--- src/hdl/psm_pkg.sv ---
package psm_pkg;
  // register byte offsets on the control bus
  localparam logic [7:0] ADDR_CTRL = 8'h00;
  localparam logic [7:0] ADDR_WDOG = 8'h04;
  localparam logic [7:0] ADDR_STATUS = 8'h08;
  localparam logic [7:0] ADDR_INT_STAT = 8'h0C;
  localparam logic [7:0] ADDR_INT_MASK = 8'h10;
  localparam logic [7:0] ADDR_THRESH = 8'h14;
  // control word field positions
  localparam int CTRL_OPT_MEM_BIT = 0;
  localparam int CTRL_LT_BIT = 1;
  localparam int CTRL_NT_LSB = 4;
  // reset values of software settings
  localparam logic CTRL_OPT_MEM_RST = 1'b0;
  localparam logic CTRL_LT_RST = 1'b1;
  localparam logic [3:0] CTRL_NT_RST = 4'h1;
  localparam logic [7:0] WDOG_LIM_RST = 8'h08;
  localparam logic [11:0] CAL_THR_RST = 12'h800;
  // interrupt bit positions
  localparam int INT_RUN_BIT = 0;
  localparam int INT_WDOG_BIT = 1;
  localparam int INT_FREEZE_BIT = 2;
  localparam int INT_W = 3;
  // sequencing figures
  localparam logic [7:0] QUAL_EDGES = 8'h02;
  localparam logic [7:0] MEM_TEETH = 8'h0D;
  localparam logic [7:0] ADJ_EDGES = 8'h19;
  localparam logic [3:0] NT_MAX = 4'hC;
  localparam int PK_DEPTH = 12;
  // analog-side figures in field counts and 1/256 fractions
  localparam logic [11:0] PK_DELTA = 12'h020;
  localparam logic [7:0] OP_FRAC = 8'h4D;
  localparam logic [7:0] HYS_FRAC = 8'h1A;
  localparam int FRAC_SHIFT = 8;
  // bus answers
  localparam logic [1:0] RESP_OKAY = 2'h0;
  localparam logic [1:0] RESP_SLVERR = 2'h2;
  // sequencer modes
  typedef enum logic [0:0]
  {
    MODE_CAL = 1'b0,
    MODE_RUN = 1'b1
  } psm_mode_t;
endpackage : psm_pkg

--- src/hdl/psm_sequencer.sv ---
// What this block does
// - qualified option: at least two edges before running
// - memory option: calibrate for 13 teeth first
// - after exit condition, stay running until reset or a watchdog trigger
// - running: dynamic thresholds with operate/release hysteresis
// - peak detector tracks signal in every mode
// - watchdog fires: output stalled, movement still seen
// - watchdog trigger restarts in start-up calibration mode
// - calibration threshold adapts only first 25 edges
// - at power-on, output compares field to threshold
// - low-on-tooth polarity: tooth low, valley high
// - threshold uses peak from n teeth back
// - upper switch level 30% below tracked peak
//
// Local design decisions: the AXI4-Lite interface to the registers and the address map.
`timescale 1ns/100ps
module psm_sequencer
(
  input wire logic SYS_CLK_I,
  input wire logic NRST_I,
  input wire logic [11:0] FIELD_I,
  input wire logic FIELD_VLD_I,
  output logic OUT_O,
  output logic IRQ_O,
  input wire logic [7:0] AXI_AWADDR_I,
  input wire logic AXI_AWVALID_I,
  output logic AXI_AWREADY_O,
  input wire logic [31:0] AXI_WDATA_I,
  input wire logic [3:0] AXI_WSTRB_I,
  input wire logic AXI_WVALID_I,
  output logic AXI_WREADY_O,
  output logic [1:0] AXI_BRESP_O,
  output logic AXI_BVALID_O,
  input wire logic AXI_BREADY_I,
  input wire logic [7:0] AXI_ARADDR_I,
  input wire logic AXI_ARVALID_I,
  output logic AXI_ARREADY_O,
  output logic [31:0] AXI_RDATA_O,
  output logic [1:0] AXI_RRESP_O,
  output logic AXI_RVALID_O,
  input wire logic AXI_RREADY_I
);

  // whole state of the block in one record
  typedef struct packed
  {
    psm_pkg::psm_mode_t mode;
    logic opt_mem;            // 0 qualified, 1 memory-based exit
    logic lt;                 // low_on_tooth_polarity
    logic [3:0] n_teeth;      // peak memory depth in use
    logic [7:0] wd_lim;       // stall count for the watchdog
    logic tooth;              // internal target level, 1 = tooth
    logic out;                // pin level after polarity
    logic dir_up;             // peak tracker heading upward
    logic [11:0] trk;         // running extreme of the tracker
    logic [11:0] last_vl;     // most recent valley
    logic [11:0][11:0] pk_mem;  // positive peaks, newest in entry 0
    logic [11:0] cal_thr;     // fixed calibration threshold
    logic [7:0] edge_cnt;     // output edges since start
    logic [7:0] tooth_cnt;    // teeth seen since start
    logic [7:0] wd_cnt;       // movements since last output edge
    logic [2:0] int_stat;
    logic [2:0] int_mask;
    logic irq;
    logic awrdy;
    logic wrdy;
    logic [7:0] aw_addr;
    logic [31:0] w_data;
    logic [3:0] w_strb;
    logic bvalid;
    logic [1:0] bresp;
    logic arrdy;
    logic rvalid;
    logic [1:0] rresp;
    logic [31:0] rdata;
  } psm_state_t;

  psm_state_t s_r;
  psm_state_t s_nxt;

  // byte-lane merge of a write into a register image
  function automatic logic [31:0] psm_merge(input logic [31:0] old, input logic [31:0] wd,
                                            input logic [3:0] strb);
    logic [31:0] m;
    m = {{8{strb[3]}}, {8{strb[2]}}, {8{strb[1]}}, {8{strb[0]}}};
    psm_merge = (old & ~m) | (wd & m);
  endfunction : psm_merge

  // memory tap for n teeth back; out-of-range depths clamp
  logic [3:0] tap;
  assign tap = (s_r.n_teeth == 4'h0) ? 4'h0 :
               (s_r.n_teeth > psm_pkg::NT_MAX) ? (psm_pkg::NT_MAX - 4'h1) :
               (s_r.n_teeth - 4'h1);

  // top bit of the interrupt words, needed by the register decode below
  localparam int INT_TOP = psm_pkg::INT_W - 1;

  // read address falls in the mapped window
  logic rd_map;
  assign rd_map = (AXI_ARADDR_I[7:2] <= psm_pkg::ADDR_THRESH[7:2]);

  // running switch levels from the tapped peak and last valley
  logic [11:0] pk_sel;
  logic [11:0] pp;
  logic [19:0] op_prod;
  logic [19:0] hys_prod;
  logic [11:0] op_thr;
  logic [11:0] rel_thr;
  assign pk_sel = s_r.pk_mem[tap];
  assign pp = (pk_sel > s_r.last_vl) ? (pk_sel - s_r.last_vl) : 12'h000;
  assign op_prod = {8'h00, pp} * {12'h000, psm_pkg::OP_FRAC};
  assign hys_prod = {8'h00, pp} * {12'h000, psm_pkg::HYS_FRAC};
  assign op_thr = pk_sel - op_prod[psm_pkg::FRAC_SHIFT +: 12];
  // release sits below operate by the hysteresis, floored at zero
  assign rel_thr = (op_thr > hys_prod[psm_pkg::FRAC_SHIFT +: 12]) ?
                   (op_thr - hys_prod[psm_pkg::FRAC_SHIFT +: 12]) : 12'h000;

  // peak tracker turning points, independent of mode and output
  logic pk_evt;
  logic vl_evt;
  logic mv_evt;
  assign pk_evt = FIELD_VLD_I && s_r.dir_up && (s_r.trk > FIELD_I) &&
                  ((s_r.trk - FIELD_I) > psm_pkg::PK_DELTA);
  assign vl_evt = FIELD_VLD_I && !s_r.dir_up && (FIELD_I > s_r.trk) &&
                  ((FIELD_I - s_r.trk) > psm_pkg::PK_DELTA);
  assign mv_evt = pk_evt || vl_evt;

  // new target level: fixed compare in calibration, hysteresis when running
  logic tooth_new;
  logic edge_evt;
  always_comb
  begin
    if (s_r.mode == psm_pkg::MODE_CAL)
    begin
      tooth_new = FIELD_I > s_r.cal_thr;
    end
    else if (s_r.tooth)
    begin
      tooth_new = !(FIELD_I < rel_thr);
    end
    else
    begin
      tooth_new = FIELD_I > op_thr;
    end
  end
  assign edge_evt = FIELD_VLD_I && (tooth_new != s_r.tooth);

  // stall: movement keeps coming while the output sits still
  logic wd_fire;
  assign wd_fire = mv_evt && !edge_evt && (s_r.wd_lim != 8'h00) &&
                   (({1'b0, s_r.wd_cnt} + 9'h001) >= {1'b0, s_r.wd_lim});

  // bus handshakes seen this cycle
  logic aw_hs;
  logic w_hs;
  logic do_wr;
  logic ar_hs;
  assign aw_hs = s_r.awrdy && AXI_AWVALID_I;
  assign w_hs = s_r.wrdy && AXI_WVALID_I;
  assign do_wr = !s_r.awrdy && !s_r.wrdy && !s_r.bvalid;
  assign ar_hs = s_r.arrdy && AXI_ARVALID_I;

  // next-state logic for sequencer, tracker and register file
  always_comb
  begin
    logic [31:0] ctrl_img;
    logic [31:0] rd;
    logic [2:0] set;
    logic run_ok;
    s_nxt = s_r;
    ctrl_img = 32'h0000_0000;
    rd = 32'h0000_0000;
    set = 3'h0;
    run_ok = 1'b0;

    // write address and data are latched apart, in either order
    if (aw_hs)
    begin
      s_nxt.awrdy = 1'b0;
      s_nxt.aw_addr = AXI_AWADDR_I;
    end
    if (w_hs)
    begin
      s_nxt.wrdy = 1'b0;
      s_nxt.w_data = AXI_WDATA_I;
      s_nxt.w_strb = AXI_WSTRB_I;
    end
    // both halves held: apply the write and answer one edge later
    if (do_wr)
    begin
      s_nxt.bvalid = 1'b1;
      s_nxt.bresp = psm_pkg::RESP_OKAY;
      if (s_r.aw_addr[7:2] == psm_pkg::ADDR_CTRL[7:2])
      begin
        ctrl_img[psm_pkg::CTRL_OPT_MEM_BIT] = s_r.opt_mem;
        ctrl_img[psm_pkg::CTRL_LT_BIT] = s_r.lt;
        ctrl_img[psm_pkg::CTRL_NT_LSB +: 4] = s_r.n_teeth;
        ctrl_img = psm_merge(ctrl_img, s_r.w_data, s_r.w_strb);
        s_nxt.opt_mem = ctrl_img[psm_pkg::CTRL_OPT_MEM_BIT];
        s_nxt.lt = ctrl_img[psm_pkg::CTRL_LT_BIT];
        s_nxt.n_teeth = ctrl_img[psm_pkg::CTRL_NT_LSB +: 4];
      end
      else if (s_r.aw_addr[7:2] == psm_pkg::ADDR_WDOG[7:2])
      begin
        if (s_r.w_strb[0])
        begin
          s_nxt.wd_lim = s_r.w_data[7:0];
        end
      end
      else if (s_r.aw_addr[7:2] == psm_pkg::ADDR_INT_STAT[7:2])
      begin
        // one written clears; events below still win
        if (s_r.w_strb[0])
        begin
          s_nxt.int_stat = s_r.int_stat & ~s_r.w_data[INT_TOP:0];
        end
      end
      else if (s_r.aw_addr[7:2] == psm_pkg::ADDR_INT_MASK[7:2])
      begin
        if (s_r.w_strb[0])
        begin
          s_nxt.int_mask = s_r.w_data[INT_TOP:0];
        end
      end
      else if ((s_r.aw_addr[7:2] == psm_pkg::ADDR_STATUS[7:2]) ||
               (s_r.aw_addr[7:2] == psm_pkg::ADDR_THRESH[7:2]))
      begin
        // read-only words ignore writes
        s_nxt.bresp = psm_pkg::RESP_OKAY;
      end
      else
      begin
        s_nxt.bresp = psm_pkg::RESP_SLVERR;
      end
    end
    // response taken: reopen both write channels
    if (s_r.bvalid && AXI_BREADY_I)
    begin
      s_nxt.bvalid = 1'b0;
      s_nxt.awrdy = 1'b1;
      s_nxt.wrdy = 1'b1;
    end

    // read decode, answered on the same edge that takes the address
    if (AXI_ARADDR_I[7:2] == psm_pkg::ADDR_CTRL[7:2])
    begin
      rd[psm_pkg::CTRL_OPT_MEM_BIT] = s_r.opt_mem;
      rd[psm_pkg::CTRL_LT_BIT] = s_r.lt;
      rd[psm_pkg::CTRL_NT_LSB +: 4] = s_r.n_teeth;
    end
    else if (AXI_ARADDR_I[7:2] == psm_pkg::ADDR_WDOG[7:2])
    begin
      rd[7:0] = s_r.wd_lim;
    end
    else if (AXI_ARADDR_I[7:2] == psm_pkg::ADDR_STATUS[7:2])
    begin
      rd[0] = (s_r.mode == psm_pkg::MODE_RUN);
      rd[1] = s_r.edge_cnt < psm_pkg::ADJ_EDGES;
      rd[2] = s_r.tooth;
      rd[15:8] = s_r.edge_cnt;
      rd[23:16] = s_r.tooth_cnt;
      rd[31:24] = s_r.wd_cnt;
    end
    else if (AXI_ARADDR_I[7:2] == psm_pkg::ADDR_INT_STAT[7:2])
    begin
      rd[INT_TOP:0] = s_r.int_stat;
    end
    else if (AXI_ARADDR_I[7:2] == psm_pkg::ADDR_INT_MASK[7:2])
    begin
      rd[INT_TOP:0] = s_r.int_mask;
    end
    else if (AXI_ARADDR_I[7:2] == psm_pkg::ADDR_THRESH[7:2])
    begin
      rd[11:0] = s_r.cal_thr;
      rd[27:16] = op_thr;
    end
    if (ar_hs)
    begin
      s_nxt.arrdy = 1'b0;
      s_nxt.rvalid = 1'b1;
      s_nxt.rdata = rd;
      s_nxt.rresp = rd_map ? psm_pkg::RESP_OKAY : psm_pkg::RESP_SLVERR;
    end
    if (s_r.rvalid && AXI_RREADY_I)
    begin
      s_nxt.rvalid = 1'b0;
      s_nxt.arrdy = 1'b1;
    end

    // tracker follows the signal in every mode
    if (FIELD_VLD_I)
    begin
      if (pk_evt)
      begin
        s_nxt.pk_mem = {s_r.pk_mem[10:0], s_r.trk};
        s_nxt.dir_up = 1'b0;
        s_nxt.trk = FIELD_I;
      end
      else if (vl_evt)
      begin
        s_nxt.last_vl = s_r.trk;
        s_nxt.dir_up = 1'b1;
        s_nxt.trk = FIELD_I;
      end
      else if (s_r.dir_up ? (FIELD_I > s_r.trk) : (FIELD_I < s_r.trk))
      begin
        s_nxt.trk = FIELD_I;
      end
      s_nxt.tooth = tooth_new;
    end

    // calibration threshold re-centres on each tooth, first edges only
    if (pk_evt && (s_r.edge_cnt < psm_pkg::ADJ_EDGES))
    begin
      s_nxt.cal_thr = 12'(({1'b0, s_r.trk} + {1'b0, s_r.last_vl}) >> 1);
    end

    // counters saturate so long runs never wrap
    if (edge_evt && (s_r.edge_cnt != 8'hFF))
    begin
      s_nxt.edge_cnt = s_r.edge_cnt + 8'h01;
    end
    if (edge_evt && (s_r.edge_cnt == (psm_pkg::ADJ_EDGES - 8'h01)))
    begin
      set[psm_pkg::INT_FREEZE_BIT] = 1'b1;
    end
    if (pk_evt && (s_r.tooth_cnt != 8'hFF))
    begin
      s_nxt.tooth_cnt = s_r.tooth_cnt + 8'h01;
    end
    if (edge_evt)
    begin
      s_nxt.wd_cnt = 8'h00;
    end
    else if (mv_evt && (s_r.wd_cnt != 8'hFF))
    begin
      s_nxt.wd_cnt = s_r.wd_cnt + 8'h01;
    end

    // calibration exit depends on the chosen transition option
    run_ok = s_r.opt_mem ? (s_nxt.tooth_cnt >= psm_pkg::MEM_TEETH)
                         : (s_nxt.edge_cnt >= psm_pkg::QUAL_EDGES);
    if ((s_r.mode == psm_pkg::MODE_CAL) && run_ok)
    begin
      s_nxt.mode = psm_pkg::MODE_RUN;
      set[psm_pkg::INT_RUN_BIT] = 1'b1;
    end

    // watchdog: restart into start-up calibration, clearing mode and counters only
    if (wd_fire)
    begin
      s_nxt.mode = psm_pkg::MODE_CAL;
      s_nxt.edge_cnt = 8'h00;
      s_nxt.tooth_cnt = 8'h00;
      s_nxt.wd_cnt = 8'h00;
      set[psm_pkg::INT_WDOG_BIT] = 1'b1;
      set[psm_pkg::INT_RUN_BIT] = 1'b0;
    end

    // sticky events; a set in the clearing cycle is kept
    s_nxt.int_stat = s_nxt.int_stat | set;
    s_nxt.irq = |(s_nxt.int_stat & s_nxt.int_mask);
    s_nxt.out = s_nxt.lt ? !s_nxt.tooth : s_nxt.tooth;
  end

  // the one state register
  always_ff @(posedge SYS_CLK_I or negedge NRST_I)
  begin
    if (!NRST_I)
    begin
      s_r <= '0;
      s_r.lt <= psm_pkg::CTRL_LT_RST;
      s_r.opt_mem <= psm_pkg::CTRL_OPT_MEM_RST;
      s_r.n_teeth <= psm_pkg::CTRL_NT_RST;
      s_r.wd_lim <= psm_pkg::WDOG_LIM_RST;
      s_r.cal_thr <= psm_pkg::CAL_THR_RST;
      s_r.out <= psm_pkg::CTRL_LT_RST;
      s_r.dir_up <= 1'b1;
      s_r.awrdy <= 1'b1;
      s_r.wrdy <= 1'b1;
      s_r.arrdy <= 1'b1;
    end
    else
    begin
      s_r <= s_nxt;
    end
  end

  // ports straight from the state flops
  assign OUT_O = s_r.out;
  assign IRQ_O = s_r.irq;
  assign AXI_AWREADY_O = s_r.awrdy;
  assign AXI_WREADY_O = s_r.wrdy;
  assign AXI_BVALID_O = s_r.bvalid;
  assign AXI_BRESP_O = s_r.bresp;
  assign AXI_ARREADY_O = s_r.arrdy;
  assign AXI_RVALID_O = s_r.rvalid;
  assign AXI_RDATA_O = s_r.rdata;
  assign AXI_RRESP_O = s_r.rresp;
endmodule : psm_sequencer

--- config.mk ---
export PLATFORM = sky130hd
export DESIGN_NAME = psm_sequencer
export DESIGN_NICKNAME = d
export VERILOG_FILES = /design/src/hdl/psm_pkg.sv /design/src/hdl/psm_sequencer.sv
export SDC_FILE = /design/constraint.sdc
export NUM_CORES = 1
export LEC_CHECK = 0
export BUFFER_PORTS_ARGS = -buffer_cell sky130_fd_sc_hd__buf_2
export CAP_MARGIN = 10
export CELL_PAD_IN_SITES_DETAIL_PLACEMENT = 1
export CELL_PAD_IN_SITES_GLOBAL_PLACEMENT = 2
export CORE_MARGIN = 3
export CORE_UTILIZATION = 43
export DETAILED_ROUTE_END_ITERATION = 12
export PLACE_DENSITY_LB_ADDON = 0.1
export SETUP_SLACK_MARGIN = 0.2
export SYNTH_ARGS = -nofsm -noshare
export SYNTH_HDL_FRONTEND = slang
export SYNTH_SLANG_ARGS = --single-unit
--- constraint.sdc ---
create_clock -name SYS_CLK_I -period 38.4 [get_ports SYS_CLK_I]
set_clock_uncertainty 0.15 [all_clocks]
set_input_delay 11.52 -clock SYS_CLK_I [delete_from_list [all_inputs] [get_ports SYS_CLK_I]]
set_output_delay 11.52 -clock SYS_CLK_I [all_outputs]
set_load 0.02 [all_outputs]
==> results of run 1 <==
[path summary, 6_finish.rpt]
kind | from | to | cells past startpoint
setup / recovery | FIELD_I[1] | IRQ_O | 16
hold / removal | AXI_RDATA_O[16] | AXI_RDATA_O[16] | 2
setup reg to reg | flip-flop | IRQ_O | 62
hold reg to reg | AXI_RDATA_O[16] | AXI_RDATA_O[16] | 2
max in group asynchronous | NRST_I | s_r[213] | 2
min in group asynchronous | NRST_I | s_r[80] | 1
[logic make-up (layout without fill, tap and decap cells)]
logic type,count (synthesis),count (layout),synth area share (%)
adders and majority gates,204,204,14.3
xor gates and xnor gates,79,79,3.69
and+or+nand+nor,538,538,13.1
AOI/OAI and AO/OA,408,408,13.7
DFF,283,283,36.7
buffers and inverters,277,327,6.21
other,1,2,0.0194
muxes,197,197,12.3
[routing by layer]
layer / vias up / wire (microns)
met3: 71 / 1500
met5: - / 0
met2: 179 / 26200
met4: 0 / 1330
li1: 6970 / -
met1: 7338 / 24700
[final cells by class]
cell class / instances / share of cell area [%]
multi-input cells: 1428 / 51.9
well taps: 592 / 3.48
repair buffers: 98 / 2.55
clock buffers: 50 / 4.85
inverters: 166 / 2.93
flip-flops and latches: 283 / 33.3
clock inverters: 13 / 0.964
[state kept, by name, summed over array words and instances, names as in the netlist, named ones only]
name           cells
AXI_ARREADY_O      1
AXI_AWREADY_O      1
AXI_BRESP_O        1
AXI_BVALID_O       1
AXI_RDATA_O       32
AXI_RRESP_O        1
AXI_RVALID_O       1
AXI_WREADY_O       1
IRQ_O              1
OUT_O              1
s_r              237
[worst reg2reg max path, delay by kind of cell (launching register included)]
family / cells / cell delay, ns
AO/OA/AOI/OAI: 24 / 5.57
XOR/XNOR: 2 / 0.47
adder cells (fa/ha/maj): 9 / 3.03
buffers and inverters: 4 / 0.71
flip-flops: 1 / 0.64
multiplexers: 2 / 0.92
AND/OR/NAND/NOR: 21 / 3.52
[placed cells by master (no fill, tap or decap), drive strengths merged, types with 6 or more instances in the layout]
cell / n
a211oi: 11
a21boi: 6
a21o: 35
a21oi: 80
a22oi: 20
a311oi: 10
a31oi: 24
and2: 12
and3: 18
buf: 98
clkbuf: 50
clkinv: 7
dfrtp: 274
dfstp: 9
fa: 28
ha: 171
inv: 167
mux2: 170
mux2i: 12
mux4: 15
nand2: 257
nand2b: 17
nand3: 48
nand4: 17
nor2: 78
nor2b: 21
nor3: 24
nor4: 8
o21a: 16
o21ai: 137
o21bai: 12
o31ai: 9
or2: 6
or3: 12
xnor2: 38
xor2: 40
[per-stage QoR]
stage          cells  cell area [sq um]  util (%)
4_1_cts         2630              21300      48.0
6_report        2630              21300      48.0
2_1_floorplan   1988              19300         -
5_1_grt         2630              21300      48.0
3_3_place_gp    2567              20100      45.3
3_5_place_dp    2567              20100      45.3
==> results.ini, run 1 <==
[run_status]
status=finished, final reports clean

[finish]
diodes=0
drive_above_1_share_pct=18.9
fillers=5017
final-seq-area_sq_um=7090
syn_to_final_growth_pct=10.3
nets=2283
multiInputGateArea_sq_um=11100

[drt]
drcViolationCount=0
wl_microns=53700
dr.pass1.iters=5
post_drt_via_cell_ratio=5.54
postRouteAntennaNets=0
drt_iter0_drc=745
wl_per_cell_microns=20.4
route.vias.total=14600

[grt]
track_usage_pct=23.1
grt_pass1_vias=15400
grtUsageMet3_pct=2.81
grt_remaining_overflow=0
grt_max_degree=92
grt_pass1_wl_microns=86700
grt_use_met2_pct=39.5
antenna_found_initial=0
use_met1_pct=31.0
top_usage_layer=met2

[worst_setup_path]
crit_arrival_ns=16.14
rrSetupSlack_ns=23.28
cp.required_ns=38.65
path_class=in2reg
critical-path-top-delay-family=compound AO/OA/AOI/OAI gates
path_cells=buf_2 -> inv_1 -> ha_1 -> nor2b_1 -> o21a_1 -> o31a_1 -> o41ai_1 -> o21ai_0 -> xnor2_1 -> o2111ai_1 -> nand2_4 -> a222oi_1 -> nand2_1 -> o31ai_1 -> nand3b_1 -> o211ai_1
critical_path.max_stage_delay_ns=0.80
slowest_stage=a222oi_1
critPathCaptureType=flip-flop
cp_max_fo=42
critPathBufInv=2
worst_setup_path_start_kind=input port

[clock_tree]
cts_tree=done
cts_buffers=35
cts_sinks=283
postCtsSetupBuffers=0
clk_path_buf_depth=3
cts_resized=0
worstSkewPairLatency_ns=0.54
clk_pin_slew_ns=0.05
cts-root-buf=clkbuf_16
cts_max_level=2
cts_hold_buf=0

[timing]
fin_crit_sh_pct=41.4
rsz0062_at_grt=false
worst_slew_pin_slew_ns=1.06
fin_ws_ns=22.51
setup_violations=0
finalMaxSlewViolations=0
setup-tns-final_ns=0
max_slew_margin_pct=28.4
fin_crit_ns=15.89
hold_violations=0
clock.fmax_ghz=0.0629
whs_ns=0.322

[floorplanning]
start_util_pct=43.6
die_w_microns=218
coreArea_sq_um=44300
ios=115
rows=77
die_area_sq_um=47500
die_h_microns=218

[logic_synthesis]
synth_area_sq_um=19300
synth.area.top_cells=dfrtp_1, ha_1, mux2_2
synth_cell_type_count=95
synth_most_common_cell=dfrtp_1
synth_top_flop_cell=dfrtp_1
synthArstFlopShare_pct=100
yosysTopAreaCell=dfrtp_1
ys_ff_latch=283
synth_edf_count=0
seq_area_frac_synth_pct=36.7
synthCells=1987
yosysWarnings=0
synth_area_per_cell_sq_um=9.72
synthTopCellsByCount=dfrtp_1, nand2_1, ha_1
synth_top_area_share_pct=35.5

[min_path]
worstHoldPathType=reg2reg

[placed_design]
finalWeightedCongestion=0.852
dp_slack_ns=22.00
dp_hpwl_microns=39700
port_buffers=81

[flow_run]
maxCapViolCount=0

Power of run 1 is not shown: default switching activity piles up to over one toggle a cycle in this logic, so the estimate is an artifact.
==> run 2, diff against run 1 <==
--- a/config.mk
+++ b/config.mk
@@ -10,7 +10,7 @@
 export CELL_PAD_IN_SITES_DETAIL_PLACEMENT = 1
 export CELL_PAD_IN_SITES_GLOBAL_PLACEMENT = 2
 export CORE_MARGIN = 3
-export CORE_UTILIZATION = 43
+export CORE_UTILIZATION = 36
 export DETAILED_ROUTE_END_ITERATION = 12
 export PLACE_DENSITY_LB_ADDON = 0.1
 export SETUP_SLACK_MARGIN = 0.2
==> constraint.sdc (replaced) <==
create_clock -name SYS_CLK_I -period 14 [get_ports SYS_CLK_I]
set_clock_uncertainty 0.15 [all_clocks]
set_input_delay 4.2 -clock SYS_CLK_I [delete_from_list [all_inputs] [get_ports SYS_CLK_I]]
set_output_delay 4.2 -clock SYS_CLK_I [all_outputs]
set_load 0.02 [all_outputs]
==> run 2 against run 1 <==
Sequential share of layout area shrank 1.6 points. Final cell count up 7.7%. Register-to-register slack got worse by 22 ns. Worst hold slack got worse by 0.0034 ns. Critical endpoint is now s_r[89]. Sequential cell count did not move. Wire length grew 4.4%. Critical path type is now reg2reg.
==> results.ini, run 2 (same netlist as run 1, synthesis figures left out) <==
[run_status]
status=finished, final reports clean

[worst_setup_path]
worst_setup_path_start_kind=flip-flop
rr_endpoint=s_r[89]
crit_arrival_ns=13.11  ; -3.03 ns
path_class=reg2reg
cp.required_ns=14.30  ; -24.35 ns
ff2ff_path_depth=62  ; unchanged
critical_path.max_stage_delay_ns=0.56  ; -0.24 ns
slowest_stage=dfstp_2
rrSetupSlack_ns=1.19  ; -22.09 ns
critPathCaptureType=flip-flop
crit_top_cell=ha_1
cp_max_fo=14  ; -67%
endpoint=s_r[89]

[placed_design]
finalWeightedCongestion=0.814  ; -4.5%
dp_slack_ns=0.0947  ; -21.91 ns
dp_hpwl_microns=42000  ; +5.7%
port_buffers=81  ; unchanged

[grt]
grt_max_degree=172  ; +87%
antenna_found_initial=1  ; +1
grt_remaining_overflow=0  ; unchanged
grt_pass1_vias=15800  ; +2.6%
track_usage_pct=20.0  ; -3.1 points
grt_pass1_wl_microns=89500  ; +3.2%

[finish]
largest_reg_flops=237  ; unchanged
mostFrequentLayoutCells=dfrtp_1, nand2_1, ha_1
nets=2388  ; +4.6%
diodes=0  ; unchanged
syn_to_final_growth_pct=15.7
post-route-util_pct=42.3  ; -5.7 points
drive_above_1_share_pct=23.5  ; +4.6 points
regMostFlops=s_r
layout_commonest_cell=dfrtp_1

[drt]
post_drt_via_cell_ratio=5.25  ; -5.1%
route.vias.total=14900  ; +2.2%
wl_per_cell_microns=19.8  ; -3.0%
postRouteAntennaNets=0  ; unchanged
dr.pass1.iters=4  ; -1
wl_microns=56100  ; +4.4%
drt_iter0_drc=663  ; -11%
drcViolationCount=0  ; unchanged

[floorplanning]
die_area_sq_um=56400  ; +19%
die_h_microns=238  ; +9.0%
die_w_microns=238  ; +9.0%
ios=115  ; unchanged
coreArea_sq_um=52800  ; +19%
rows=84  ; +9.1%
start_util_pct=36.6  ; -7.0 points

[timing]
clock.fmax_ghz=0.0781
fin_ws_ns=1.19  ; -21.32 ns
setup_violations=0  ; unchanged
max_slew_margin_pct=28.3  ; -0.15 points
fin_crit_ns=12.81
fin_crit_sh_pct=91.5
hold_violations=0  ; unchanged
worst_slew_pin_slew_ns=1.07  ; +0.00958 ns
finalMaxSlewViolations=0  ; unchanged
rsz0062_at_grt=false
setup-tns-final_ns=0  ; unchanged
whs_ns=0.319  ; -0.00336 ns

[min_path]
worstHoldPathType=reg2reg

[clock_tree]
cts-root-buf=clkbuf_16
cts_sinks=283  ; unchanged
worstSkewPairLatency_ns=0.54  ; about the same
cts_max_level=2  ; unchanged
cts_buffers=37  ; +5.7%
clk_pin_slew_ns=0.06  ; about the same
clk_path_buf_depth=3  ; unchanged
cts_tree=done

[flow_run]
maxCapViolCount=0  ; unchanged

[run 2: changes by cell type in the layout (fill, tap and decap cells not counted), moves of 3 or more]
cell      previous run  this run
clkbuf_1             6         9
buf_12               0         3
o21ai_0            134       124
o21ai_2              0         3
o21ai_1              3        10
buf_4               17       113
[run 2: per-layer routing]
metal  routed length, microns  global-route usage, %
met2                    27300                   34.4
met3                     1200                   2.16
met5                        0                      0
met1                    26500                   27.3
met4                     1080                   4.59
[run 2: critical path: cells and delay by family, from the launching register on]
kind,cells,cell delay (ns)
and+or+nand+nor,18,2.74
xor gates and xnor gates,2,0.39
DFF,1,0.56
adders and majority gates,11,3.64
muxes,1,0.38
AOI/OAI and AO/OA,21,3.83
buffers and inverters,9,1.03
[run 2: worst min path at each step]
stage               slack (ns)             from               to  cells past startpoint
global placement          0.31  AXI_RDATA_O[11]  AXI_RDATA_O[11]                      2
global route              0.34  AXI_RDATA_O[11]  AXI_RDATA_O[11]                      2
finish                    0.32  AXI_RDATA_O[26]  AXI_RDATA_O[26]                      2
CTS                       0.33  AXI_RDATA_O[25]  AXI_RDATA_O[25]                      2
detailed placement        0.32  AXI_RDATA_O[25]  AXI_RDATA_O[25]                      2
floorplan                 0.30          s_r[46]         s_r[302]                      2
[run 2: layout make-up]
cell class | count | area (sq um)
repair buffers | 201 | 1390
inverters | 166 | 623
flip-flops and latches | 283 | 7090
fillers | 5968 | 30400
clock inverters | 13 | 178
clock buffers | 53 | 1060
well taps | 688 | 861
multi-input cells | 1428 | 11100
[run 2: timing repair]
item / 4_1_cts / 5_1_grt
buffers inserted: 0 / 4
setup endpoints to repair: 5 / 31
pin swaps: 0 / 2
cloned: 0 / 1
hold buffers: 0 / 0
gates resized for setup: 7 / 26
[run 2: through the flow]
step | std cells | area (sq um)
detailed placement | 2761 | 20900
global route | 2832 | 22300
floorplan | 1988 | 19300
global placement | 2761 | 20900
CTS | 2827 | 22200
finish | 2832 | 22300
Power of run 2 is left out for the same reason.
==> run 3, diff against run 2 <==
==> constraint.sdc (replaced) <==
create_clock -name SYS_CLK_I -period 14 [get_ports SYS_CLK_I]
set_clock_uncertainty 0.15 [all_clocks]
set_input_delay 2.1 -clock SYS_CLK_I [delete_from_list [all_inputs] [get_ports SYS_CLK_I]]
set_output_delay 2.1 -clock SYS_CLK_I [all_outputs]
set_load 0.02 [all_outputs]
==> run 3 against run 2 <==
Utilization fell by 0.22 points. Sequential share of layout area rose by 0.17 points. Wire length rose by 0.67%. Critical path depth rose by 1. Fmax fell by 1.5%. Worst hold slack improved by 0.0029 ns. Die area did not move. Non-clock buffer count fell by 2. Global-route usage rose by 0.15 points. Via count fell by 0.31%. Worst setup slack got worse by 0.19 ns. Register-to-register slack got worse by 0.19 ns. Largest cell class unchanged.
==> results.ini, run 3 (same netlist as run 1, synthesis figures left out) <==
[run_status]
status=finished, final reports clean

[worst_setup_path]
cp_max_fo=12  ; -2
crit_arrival_ns=13.29  ; +0.18 ns
path_class=reg2reg
cp.required_ns=14.30  ; about the same
crit_top_cell=ha_1
critPathCaptureType=flip-flop
critical_path.max_stage_delay_ns=0.58  ; +0.02 ns
worst_setup_path_start_kind=flip-flop
slowest_stage=dfstp_2

[drt]
dr.pass1.iters=5  ; +1
wl_microns=56500  ; +0.67%
post_drt_via_cell_ratio=5.26  ; about the same
drt_iter0_drc=572  ; -14%
wl_per_cell_microns=20.0  ; +0.99%
drcViolationCount=0  ; unchanged
route.vias.total=14800  ; -0.31%
postRouteAntennaNets=0  ; unchanged

[finish]
layout.cells.non_filler=2823  ; -0.32%
regMostFlops=s_r
diodes=0  ; unchanged
fillers=5972  ; +0.067%
post-route-util_pct=42.1  ; -0.22 points
layout_commonest_cell=dfrtp_1
post-route-cell-area_sq_um=22200  ; -0.53%
mostFrequentLayoutCells=dfrtp_1, nand2_1, ha_1
nets=2385  ; -0.13%
largest_reg_flops=237  ; unchanged
syn_to_final_growth_pct=15.1
drive_above_1_share_pct=23.1  ; -0.37 points

[timing]
fin_crit_ns=13.00  ; +0.189 ns
hold_violations=0  ; unchanged
finalMaxSlewViolations=0  ; unchanged
max_slew_margin_pct=23.7  ; -4.6 points
rsz0062_at_grt=false
worst_slew_pin_slew_ns=1.14  ; +0.0689 ns
fin_crit_sh_pct=92.8  ; +1.4 points
clock.fmax_ghz=0.0769  ; -1.5%
setup_violations=0  ; unchanged

[clock_tree]
cts-root-buf=clkbuf_16
clk_path_buf_depth=3  ; unchanged
worstSkewPairLatency_ns=0.54  ; about the same
cts_max_level=2  ; unchanged
clk_pin_slew_ns=0.06  ; about the same
cts_sinks=283  ; unchanged
cts_buffers=36  ; -2.7%
cts_tree=done

[floorplanning]
start_util_pct=36.6  ; unchanged
rows=84  ; unchanged
ios=115  ; unchanged
die_area_sq_um=56400  ; unchanged
die_w_microns=238  ; unchanged
coreArea_sq_um=52800  ; unchanged
die_h_microns=238  ; unchanged

[min_path]
worstHoldPathType=reg2reg

[placed_design]
finalWeightedCongestion=0.813  ; -0.16%
dp.cells=2761  ; unchanged
port_buffers=81  ; unchanged
dp_hpwl_microns=42500  ; +1.3%
dpl_cell_area_sq_um=21000  ; about the same

[grt]
grt_remaining_overflow=0  ; unchanged
grt_pass1_vias=15800  ; +0.025%
antenna_found_initial=0  ; -1
grt_pass1_wl_microns=90100  ; +0.68%
track_usage_pct=20.2  ; +0.15 points
grt_max_degree=174  ; +1.2%

[flow_run]
maxCapViolCount=0  ; unchanged

==> run 3: timing repair <==
action / in CTS / in global routing
resized for setup: 6 / 23
setup buffers: 0 / 3
setup endpoints to repair: 14 / 31
gates cloned: 0 / 0
hold buffers: 0 / 0
==> run 3: worst paths after layout <==
check | start | to | slack, ns | cells after the start
worst max-delay path | flip-flop | s_r[89] | 1.00 | 63
worst min-delay path | AXI_RDATA_O[26] | AXI_RDATA_O[26] | 0.32 | 2
worst max register to register | flip-flop | s_r[89] | 1.00 | 63
worst min register to register | AXI_RDATA_O[26] | AXI_RDATA_O[26] | 0.32 | 2
max in group asynchronous | NRST_I | s_r[253] | 10.75 | 2
min in group asynchronous | NRST_I | AXI_RDATA_O[29] | 1.46 | 1
==> run 3: stage by stage <==
stage               setup WS, ns  hold WS (ns)  TNS (ns)
finish                      1.00         0.322         0
global route               0.213         0.360         0
CTS                        0.250         0.328         0
detailed placement      -0.00145         0.316  -0.00145
global placement           0.172         0.307         0
floorplan                   1.30         0.298         0
==> run 3: metal layers <==
layer	part of all wire (%)	wire (microns)	track usage, %	up-vias
li1	-	-	-	7153
met5	0	0	0	-
met1	47	26600	27.0	7513
met2	49	27800	35.4	121
met3	2.2	1220	2.44	48
met4	1.5	850	3.95	0
==> run 3: layout make-up <==
cell class	count	area, sq um	share of cell area (%)
Clock buffer	51	1020	4.58
Clock inverter	8	126	0.569
Inverter	166	623	2.80
Multi-Input combinational cell	1428	11100	50.1
Sequential cell	283	7090	31.9
Tap cell	688	861	3.87
Timing Repair Buffer	199	1360	6.10
==> run 3: critical path: cells and delay by family, from the launching register on <==
family | cells | cell delay, ns
compound gates | 21 | 3.64
fa+ha+maj | 11 | 3.62
simple gates | 18 | 2.66
flops | 1 | 0.58
xor+xnor | 2 | 0.39
buf+inv | 9 | 0.96
mux | 2 | 0.84
Power of run 3 is left out for the same reason.
